`config.mk`:
```
export PLATFORM = sky130hd
export DESIGN_NAME = pml_phy_regs
export DESIGN_NICKNAME = d
export VERILOG_FILES = /design/src/pml_pkg.sv /design/src/pml_mem_if.sv /design/src/pml_phy_regs.sv /design/src/pml_mmd_mem.sv
export VERILOG_INCLUDE_DIRS = /design/src /design/src/src
export SDC_FILE = /design/constraint.sdc
export NUM_CORES = 2
export LEC_CHECK = 0
export CORE_UTILIZATION = 35
export CTS_CLUSTER_SIZE = 30
export DETAILED_ROUTE_END_ITERATION = 8
export DONT_BUFFER_PORTS = 1
export PLACE_DENSITY_LB_ADDON = 0.05
export SETUP_SLACK_MARGIN = 0.2
export SKIP_CTS_REPAIR_TIMING = 1
export SLEW_MARGIN = 40
export SYNTH_ARGS = -nofsm -noshare
export SYNTH_HDL_FRONTEND = slang
export SYNTH_SLANG_ARGS = --single-unit
```
`constraint.sdc`:
```
create_clock -name i_clk -period 2.95 [get_ports i_clk]
set_clock_uncertainty 0.1 [all_clocks]
set_input_delay 0 -clock i_clk [delete_from_list [all_inputs] [get_ports i_clk]]
set_output_delay 0 -clock i_clk [all_outputs]
set_load 0.02 [all_outputs]
```
`src/pml_defines.svh`:
```
// constants for the per-port phy mmd access and loopback register bank
`ifndef PML_DEFINES_SVH
`define PML_DEFINES_SVH

// ========================================
// register numbers
`define PML_REG_SETUP 5'h0d
`define PML_REG_DATA 5'h0e
`define PML_REG_CAP 5'h0f
`define PML_REG_LOOP 5'h11

// ========================================
// field positions
`define PML_MODE_HI 15
`define PML_MODE_LO 14
`define PML_DEV_HI 4
`define PML_DEV_LO 0
`define PML_SETUP_RSV_HI 13
`define PML_SETUP_RSV_LO 5
`define PML_LOOP_BIT 8
`define PML_LOOP_RC_BIT 1
`define PML_LOOP_RO_BIT 0

// ========================================
// reset and fixed values
`define PML_SETUP_RST 16'h0000
`define PML_DATA_RST 16'h0000
`define PML_CAP_VALUE 16'h3000
`define PML_LOOP_RST 16'h00f4
`define PML_LOOP_WMASK 16'hfffe
`define PML_ZERO16 16'h0000
`define PML_ONE16 16'h0001

// ========================================
// mmd backing store geometry
`define PML_MEM_AW 8
`define PML_MEM_DEPTH 256
`define PML_MEM_DEV_BITS 3
`define PML_MEM_REG_BITS 5

`endif

```
`src/pml_pkg.sv`:
```
// types for the phy mmd access and loopback register bank
package pml_pkg;

	// operation mode of the mmd setup register
	typedef enum logic [1:0] {
		PML_MODE_REG = 2'b00,
		PML_MODE_DATA = 2'b01,
		PML_MODE_INC_RW = 2'b10,
		PML_MODE_INC_WR = 2'b11
	} pml_mode_t;

endpackage

```
`src/pml_mem_if.sv`:
```
// carrier between the register bank and its mmd backing store
`timescale 1ns/1ns
`default_nettype none
`include "pml_defines.svh"

interface pml_mem_if;
	logic we;
	logic [`PML_MEM_AW-1:0] addr;
	logic [15:0] wdata;
	logic [15:0] rdata;

	modport ctrl (output we, output addr, output wdata, input rdata);
	modport mem (input we, input addr, input wdata, output rdata);
endinterface

`default_nettype wire

```
`src/pml_phy_regs.sv`:
```
// per-port phy mmd indirect access, capability status and remote loopback
`timescale 1ns/1ns
`default_nettype none
`include "pml_defines.svh"

module pml_phy_regs (
	// clock and reset
	input wire logic i_clk,
	input wire logic i_rst,
	// management register port
	input wire logic [4:0] i_reg_addr,
	input wire logic i_reg_wr,
	input wire logic i_reg_rd,
	input wire logic [15:0] i_reg_wdata,
	output logic [15:0] o_reg_rdata,
	output logic o_reg_rvalid,
	// port flavour: high for a media-independent interface port
	input wire logic i_port_is_mii,
	// integrated phy line side
	input wire logic [7:0] i_phy_rx_data,
	input wire logic i_phy_rx_dv,
	output logic [7:0] o_phy_tx_data,
	output logic o_phy_tx_en,
	// media-independent interface side
	input wire logic [7:0] i_mii_txd,
	input wire logic i_mii_tx_en,
	output logic [7:0] o_mii_rxd,
	output logic o_mii_rx_dv,
	// switch fabric side
	output logic [7:0] o_fab_rx_data,
	output logic o_fab_rx_dv,
	input wire logic [7:0] i_fab_tx_data,
	input wire logic i_fab_tx_en,
	// loopback state
	output logic o_loopback
);

	pml_pkg::pml_mode_t mode_q;
	logic [4:0] dev_q;
	logic [8:0] setup_rsv_q;
	logic [15:0] ptr_q;
	logic [15:0] loop_q;
	logic [15:0] rd_val_q;
	logic rd_mem_q;
	logic rd_pend_q;
	logic wr_setup, wr_data, wr_loop, rd_data, rd_loop, data_mode;
	logic [15:0] reg_view;
	logic [7:0] in_data;
	logic in_dv;

	pml_mem_if mif ();

	// ========================================
	// address of an mmd register inside the backing store
	// devices above seven and registers above 31 alias onto others
	function automatic logic [`PML_MEM_AW-1:0] mem_index(
		input logic [4:0] dev,
		input logic [15:0] addr
	);
		mem_index = {dev[`PML_MEM_DEV_BITS-1:0],
			addr[`PML_MEM_REG_BITS-1:0]};
	endfunction

	// post-increment by one, wrapping at 16 bits
	function automatic logic [15:0] next_addr(input logic [15:0] addr);
		next_addr = addr + `PML_ONE16;
	endfunction

	// ========================================
	// access decode; a write wins over a read in the same cycle
	// a read dropped this way gets no answer at all
	assign wr_setup = i_reg_wr && (i_reg_addr == `PML_REG_SETUP);
	assign wr_data = i_reg_wr && (i_reg_addr == `PML_REG_DATA);
	assign wr_loop = i_reg_wr && (i_reg_addr == `PML_REG_LOOP);
	assign rd_data = i_reg_rd && !i_reg_wr && (i_reg_addr == `PML_REG_DATA);
	assign rd_loop = i_reg_rd && !i_reg_wr && (i_reg_addr == `PML_REG_LOOP);
	assign data_mode = (mode_q != pml_pkg::PML_MODE_REG);

	// ========================================
	// setup register: mode, reserved bits and device address
	always_ff @(posedge i_clk or posedge i_rst) begin
		if (i_rst) begin
			mode_q <= pml_pkg::PML_MODE_REG;
			// fields are shifted out of the packed reset word
			setup_rsv_q <= 9'(`PML_SETUP_RST >> `PML_SETUP_RSV_LO);
			dev_q <= 5'(`PML_SETUP_RST >> `PML_DEV_LO);
		end else if (wr_setup) begin
			mode_q <= pml_pkg::pml_mode_t'(
				i_reg_wdata[`PML_MODE_HI:`PML_MODE_LO]);
			setup_rsv_q <= i_reg_wdata
				[`PML_SETUP_RSV_HI:`PML_SETUP_RSV_LO];
			dev_q <= i_reg_wdata[`PML_DEV_HI:`PML_DEV_LO];
		end
	end

	// ========================================
	// mmd register address pointer
	// a data write in mode 00 reloads it instead of touching the store
	always_ff @(posedge i_clk or posedge i_rst) begin
		if (i_rst) begin
			ptr_q <= `PML_DATA_RST;
		end else if (wr_data) begin
			case (mode_q)
				pml_pkg::PML_MODE_REG: ptr_q <= i_reg_wdata;
				pml_pkg::PML_MODE_DATA: ptr_q <= ptr_q;
				pml_pkg::PML_MODE_INC_RW: ptr_q <= next_addr(ptr_q);
				pml_pkg::PML_MODE_INC_WR: ptr_q <= next_addr(ptr_q);
				default: ptr_q <= ptr_q;
			endcase
		end else if (rd_data && (mode_q == pml_pkg::PML_MODE_INC_RW)) begin
			ptr_q <= next_addr(ptr_q);
		end
	end

	// ========================================
	// backing store access in data modes, at the pre-increment address
	assign mif.we = wr_data && data_mode;
	assign mif.addr = mem_index(dev_q, ptr_q);
	assign mif.wdata = i_reg_wdata;

	pml_mmd_mem u_mem (
		.i_clk(i_clk),
		.m(mif.mem)
	);

	// ========================================
	// remote loopback register; bit 1 clears on read, bit 0 reads zero
	// the reserved bits keep whatever software last wrote
	always_ff @(posedge i_clk or posedge i_rst) begin
		if (i_rst) begin
			loop_q <= `PML_LOOP_RST;
		end else if (wr_loop) begin
			loop_q <= i_reg_wdata & `PML_LOOP_WMASK;
		end else if (rd_loop) begin
			loop_q[`PML_LOOP_RC_BIT] <= 1'b0;
		end
	end

	// ========================================
	// read mux for the registers held in flops
	// data reads in a data mode are swapped for store output later
	always_comb begin
		reg_view = `PML_ZERO16;
		case (i_reg_addr)
			`PML_REG_SETUP: reg_view = {mode_q, setup_rsv_q, dev_q};
			`PML_REG_DATA: reg_view = ptr_q;
			`PML_REG_CAP: reg_view = `PML_CAP_VALUE;
			`PML_REG_LOOP: reg_view = loop_q;
			default: reg_view = `PML_ZERO16;
		endcase
	end

	// ========================================
	// read pipeline: two cycles from request to answer
	// the store answers one edge after the request, still for the
	// address before any post-increment
	always_ff @(posedge i_clk or posedge i_rst) begin
		if (i_rst) begin
			rd_pend_q <= 1'b0;
			rd_mem_q <= 1'b0;
			rd_val_q <= `PML_ZERO16;
		end else begin
			rd_pend_q <= i_reg_rd && !i_reg_wr;
			rd_mem_q <= rd_data && data_mode;
			rd_val_q <= reg_view;
		end
	end

	// answer register; rdata holds until the next answer
	always_ff @(posedge i_clk or posedge i_rst) begin
		if (i_rst) begin
			o_reg_rdata <= `PML_ZERO16;
			o_reg_rvalid <= 1'b0;
		end else begin
			o_reg_rvalid <= rd_pend_q;
			if (rd_pend_q) begin
				o_reg_rdata <= rd_mem_q ? mif.rdata : rd_val_q;
			end
		end
	end

	// ========================================
	// ingress selection by port flavour
	// only the flavour strapped on this port feeds the fabric
	assign in_data = i_port_is_mii ? i_mii_txd : i_phy_rx_data;
	assign in_dv = i_port_is_mii ? i_mii_tx_en : i_phy_rx_dv;

	// ========================================
	// datapath: loop ingress back out, or forward through the fabric
	// a change of mode acts at once and may cut a frame in flight
	always_ff @(posedge i_clk or posedge i_rst) begin
		if (i_rst) begin
			o_phy_tx_data <= 8'h00;
			o_phy_tx_en <= 1'b0;
			o_mii_rxd <= 8'h00;
			o_mii_rx_dv <= 1'b0;
			o_fab_rx_data <= 8'h00;
			o_fab_rx_dv <= 1'b0;
			o_loopback <= 1'b0;
		end else begin
			o_loopback <= loop_q[`PML_LOOP_BIT];
			if (loop_q[`PML_LOOP_BIT]) begin
				// egress of the same port carries its own ingress
				o_phy_tx_data <= i_phy_rx_data;
				o_phy_tx_en <= i_phy_rx_dv && !i_port_is_mii;
				o_mii_rxd <= i_mii_txd;
				o_mii_rx_dv <= i_mii_tx_en && i_port_is_mii;
				o_fab_rx_data <= 8'h00;
				o_fab_rx_dv <= 1'b0;
			end else begin
				o_phy_tx_data <= i_fab_tx_data;
				o_phy_tx_en <= i_fab_tx_en && !i_port_is_mii;
				o_mii_rxd <= i_fab_tx_data;
				o_mii_rx_dv <= i_fab_tx_en && i_port_is_mii;
				o_fab_rx_data <= in_data;
				o_fab_rx_dv <= in_dv;
			end
		end
	end

endmodule

`default_nettype wire

```
`src/pml_mmd_mem.sv`:
```
// small single-port store holding mmd register contents
`timescale 1ns/1ns
`default_nettype none
`include "pml_defines.svh"

module pml_mmd_mem (
	// clock
	input wire logic i_clk,
	// access port
	pml_mem_if.mem m
);

	logic [15:0] mem_q [0:`PML_MEM_DEPTH-1];
	logic [15:0] rdata_q;

	// ========================================
	// write, and read through an output register
	always_ff @(posedge i_clk) begin
		if (m.we) begin
			mem_q[m.addr] <= m.wdata;
		end
		rdata_q <= mem_q[m.addr];
	end

	assign m.rdata = rdata_q;

endmodule

`default_nettype wire

```
# Word level (Yosys, flattened, before mapping)
# Memories as Yosys holds them, arrays and structs flattened. A register that Yosys moved wholly into a read port is not among the register bits.
# Index checks and enable logic that the tools add are counted.
# W data, S select, Z words.
op_classes:
  reduce_logical: 21
  muxes: 17
  add_sub_neg: 1
  eq_ne: 8
ops:
  columns: ["cell", "count"]
  rows:
  - ["$pmux W16 S4", 1]
  - ["$mux W16", 3]
  - ["$mux W8", 4]
  - ["$pmux W16 S2", 1]
  - ["$add A16 B1 Y16 const B", 1]
  - ["$eq A5 B4 Y1 const B", 3]
  - ["$logic_and A1 B1 Y1", 13]
  - ["$mux W1", 8]
  - ["$reduce_bool A2 Y1", 3]
  - ["$eq A5 B5 Y1 const B", 1]
  - ["$eq A2 B2 Y1 const B", 2]
  - ["$eq A2 B1 Y1 const B", 1]
  - ["$logic_not A1 Y1", 2]
  - ["$logic_not A2 Y1", 1]
  - ["$ne A2 B2 Y1 const B", 1]
  - ["$reduce_and A2 Y1", 1]
  - ["$reduce_or A2 Y1", 1]
totals:
  out_inout_bits: 45
  inputBits: 53
  word_cells: 66
  ram_bits: 4096
  register_bits: 110
  memories: 1
mem_list:
  columns: ["name", "words", "width", "read_ports", "rd_clocked_by_memory_dff", "write_ports", "line_no", "rtl"]
  rows:
  - ["u_mem.mem_q", 256, 16, 1, 1, 1, "pml_mmd_mem.sv:13", "logic [15:0] mem_q [0:`PML_MEM_DEPTH-1];"]

# Depth between registers and ports, before layout
depth:
  word_depth: 6
  ltp_mapped: 10
  ltp_nobuf: 6

# Cells and area by module
# Synthesis repeated with hierarchy kept, for this count alone.
hier_totals:
  hier_cells: 7165
  area_unflattened_um2: 160282.5
modules_own_cells:
  columns: ["module", "area_each_um2", "instances", "cells_per_inst", "seq_area_each_um2"]
  rows:
  - ["pml_mmd_mem", 155399.0, 1, 6727, 123318.3]
  - ["pml_phy_regs", 4883.4, 1, 438, 2758.9]

# Worst setup path before layout
# Ideal clock, no wire load.
synth_timing:
  path_kind: "register to register"
  start: "register ptr_q[0]"
  end: "memory u_mem.mem_q[200][0] (enable)"
  stages_incl_launch_ff: 11
  path_buffers: 5
  synth_period_minus_slack_ps: 3005
  required_time_ps: 2462
  t_arrival_ps: 2517
  path_slack_ps: -55
  setup_time_ps: 388
  path_cell_list: "dfrtp_1 > buf_2 > buf_6 > buf_2 > buf_1 > inv_1 > ha_1 > and2_1 > nand2_1 > clkbuf_1 > nor2_1"
synth_rtl:
  columns: ["item", "line_no", "rtl"]
  rows:
  - ["start: declaration", "pml_phy_regs.sv:41", "logic [15:0] ptr_q;"]
  - ["start signal: assignment", "pml_phy_regs.sv:101", "ptr_q <= `PML_DATA_RST;"]
  - ["start signal: assignment", "pml_phy_regs.sv:104", "pml_pkg::PML_MODE_REG: ptr_q <= i_reg_wdata;"]
  - ["start signal: assignment", "pml_phy_regs.sv:105", "pml_pkg::PML_MODE_DATA: ptr_q <= ptr_q;"]
  - ["end: declaration", "pml_mmd_mem.sv:13", null]
# Straight into the memory's write port.

==> metrics.csv <==
stage,metric,value,unit
status,status,"complete, but fails checks",
status,failing checks,"hold timing, setup timing",
routing,WL per Instance,33.3,um
grt,initial antenna violation count,29,
critical_path,max incr delay on CP,650,ps
die,Site Rows,247,
routing,initial DRC count,7356,
timing,total negative slack,-5580,ps
timing,final setup violation count,26,
placed_design,"Cell Area, Placed",179000,um^2
die,Starting Density,35.3,%
placed_design,GPL Wtd Cong,0.790,
hold_path,hold_sp,i_reg_wdata[15],
timing,Least-Margin Pin Slew,1140,ps
critical_path,"Buf+Inv Stages, Crit Path",6,
timing,relative slew slack,24.3,%
yosys,Synth Cell Area,160000,um^2
power,Leak,63.0,nW
die,die area,460000,um^2
critical_path,CP arrival,4150,ps
timing,worst hold slack,-948,ps
placed_design,Detailed Place HPWL,286000,um
grt,vias in the first global route,82400,
yosys,Synth Net Count,7196,
yosys,asr flop ratio synth,2.61,%
grt,first-pass GRT wire length,675000,um
die,# IOs,98,
die,chip width,678,um
yosys,number of synthesized flops with an enable pin,4096,
placed_design,Placed Cells,13700,
yosys,Yosys top cell area share,76.9,%
critical_path,Crit Path Class,reg2reg,
timing,Final Max Slew Viols,0,
routing,via count,80200,
placed_design,number of port buffers,0,
cts,Max Root-Sink Buffers,4,
critical_path,cell class contributing the biggest share of worst-path delay,buffers and inverters,
layout,filler cell count,38700,
layout,area grow syn2layout,24.2,%
routing,# DRC,0,
grt,total grt overflow,0,
yosys,"area leader, netlist",edfxtp_1,
die,Die Span Y,678,um
routing,DRT antenna net count,0,
power,Max rail drop VDD,0.000495,V
die,core region area,454000,um^2
cts,Root Buffer,clkbuf_16,
yosys,Synth area leaders,"edfxtp_1 77%, mux4_2 14%, a22oi_1 2.4%",
grt,pin count of the biggest net entering global routing,260,
power,Power Density,768,nW/um^2
timing,final setup margin,-447,ps
timing,maximum clock frequency,294,MHz
timing,Final period util,115,%
hold_path,Hold Crit Class,in2reg,
critical_path,Worst setup SP type,flip-flop,
critical_path,Worst setup EP type,flip-flop,
critical_path,RR Startpoint,ptr_q[0]$_DFFE_PP0P_,
grt,GRT Total Usage,20.8,%
routing,Routed WL,496000,um
timing,Final Hold Fails,2826,
yosys,"Seq/Total Area, Yosys",78.8,%
power,Pwr Total,153,mW
cts,CTS tree,yes,
critical_path,most frequent CP cell,buf_16,
cts,CTS Buf Count,467,
routing,Initial DRT Pass Iterations,6,
timing,fin crit period,3400,ps
job,Max Cap Viol,0,
critical_path,Crit. Startpoint,ptr_q[0]$_DFFE_PP0P_,
critical_path,cell chain of the critical path,buf_12 -> buf_16 -> buf_16 -> buf_16 -> buf_6 -> mux4_2 -> a22oi_2 -> buf_6 -> a21oi_4 -> o41ai_4 -> nand4_1,
cts,clk slew on worst S/H paths,60,ps
placed_design,DP Worst Slack,-911,ps
yosys,Syn Inst Count,7139,
layout,layout cell share with drive strength beyond 1,36.7,%
cts,clock net sink count,4222,
yosys,synthesized flop and latch total,4222,
cts,clock latency on the worst-skew pair,990,ps
yosys,average cell area after synthesis,22.4,um^2
yosys,Synth warnings,0,
critical_path,"Slowest-stage cell, CP",o41ai_4,
layout,post-route design area,199000,um^2
yosys,Synth cell types,50,
layout,nets,8562,
cts,H-tree depth,5,
timing,RSZ-0062 raised after global routing,true,
critical_path,Critical Path Fanout Max,8,
routing,vias per inst,5.38,
yosys,ys flop type,edfxtp_1,
layout,Finished Layout Cells,14900,
critical_path,Critical Path RT,3700,ps
==> path summary, 6_finish.rpt <==
| kind | to | slack [ps] | depth (start not counted) |
|---|---|---|---|
| max | u_mem.m.rdata[8]$_DFF_P_ | -450 | 11 |
| max reg2reg | u_mem.m.rdata[8]$_DFF_P_ | -450 | 11 |
| min in group asynchronous | loop_q[8]$_DFFE_PP0P_ | 570 | 5 |
| min reg2reg | rd_val_q[10]$_DFF_PP0_ | 380 | 2 |
| max in group asynchronous | loop_q[7]$_DFFE_PP1P_ | 1350 | 7 |
| min | u_mem.mem_q[252][15]$_DFFE_PP_ | -950 | 0 |
==> area by class of cell <==
cell class / count / area, um^2 / share of cell area [%]
inverter: 21 / 83.8 / 0.0422
multi-input combinational: 2456 / 34000 / 17.1
antenna: 30 / 75.1 / 0.0378
clock buffer: 584 / 12300 / 6.18
tap: 5976 / 7480 / 3.76
timing repair buffer: 1337 / 16400 / 8.23
clock inverter: 270 / 2310 / 1.16
sequential: 4222 / 126000 / 63.5
==> synthesized netlist by cell type, drive strengths merged (21+ instances only) <==
master  count
a22oi     517
nand4      21
nand2      71
edfxtp   4096
buf       179
mux4     1024
dfrtp     105
o41ai      64
mux2i      26
clkbuf    261
mux2       30
a21oi     284
inv        21
nor2      304
==> placed cells by master (no fill, tap or decap), types with 10 or more instances in the layout <==
cell type / n
dfxtp_1: 16
diode_2: 30
a22oi_2: 75
inv_1: 19
o41ai_4: 27
mux4_2: 1024
nor2_4: 57
clkbuf_16: 495
dfrtp_1: 102
nand3_1: 12
a22oi_1: 442
buf_6: 38
nand2_1: 53
a21oi_2: 37
nor2_1: 145
nand2b_1: 10
clkbuf_1: 105
clkinv_1: 123
bufinv_16: 32
o21ai_0: 16
a222oi_1: 13
dlygate4sd3_1: 123
o41ai_2: 26
o41ai_1: 11
nor2_2: 102
mux2i_1: 26
buf_4: 736
edfxtp_1: 4096
buf_8: 12
buf_16: 40
buf_12: 364
clkinv_2: 81
nand4_1: 21
nand2_2: 10
a21oi_1: 242
mux2_2: 27
==> where the power goes <==
| group | internal, mW | leakage, nW | switching (mW) |
|---|---|---|---|
| Clock | 32.2 | 7.13 | 24.0 |
| Sequential | 66.1 | 38.3 | 0.440 |
| Combinational | 15.2 | 17.6 | 14.7 |
==> state kept, by name, summed over array words and instances, names as in the netlist, 8 cells and up <==
register       flops
loop_q            15
o_fab_rx_data      8
o_mii_rxd          8
o_phy_tx_data      8
o_reg_rdata       16
ptr_q             16
rd_val_q          16
setup_rsv_q        9
u_mem.m.rdata     16
u_mem.mem_q     4096
==> metrics by stage <==
stage | utilization [%] | hold slack, ps
floorplan | - | -29.1
global placement | 39.4 | -33.8
detailed placement | 39.5 | -40.7
CTS | 42.7 | -1140
global route | 43.8 | -1030
finish | 43.8 | -948
==> kinds of logic after synthesis <==
kind of cell             count (synthesis)  share of synthesized area (%)
AO/OA/AOI/OAI                          918                           3.92
multiplexers                          1080                           14.8
AND/OR/NAND/NOR                        454                           1.20
adder cells (fa/ha/maj)                  4                         0.0313
flip-flops                            4222                           78.8
buffers and inverters                  461                           1.25
==> routing by layer <==
metal  global-route usage (%)  vias up  share of wire, %
met4                     4.40        4               2.2
met3                     3.01      547               4.7
met5                        0        -            0.0054
li1                         -    33400                 -
met2                     34.3     1951                49
met1                     29.5    44300                44
No activity file was read; power rests on OpenSTA's default activity.
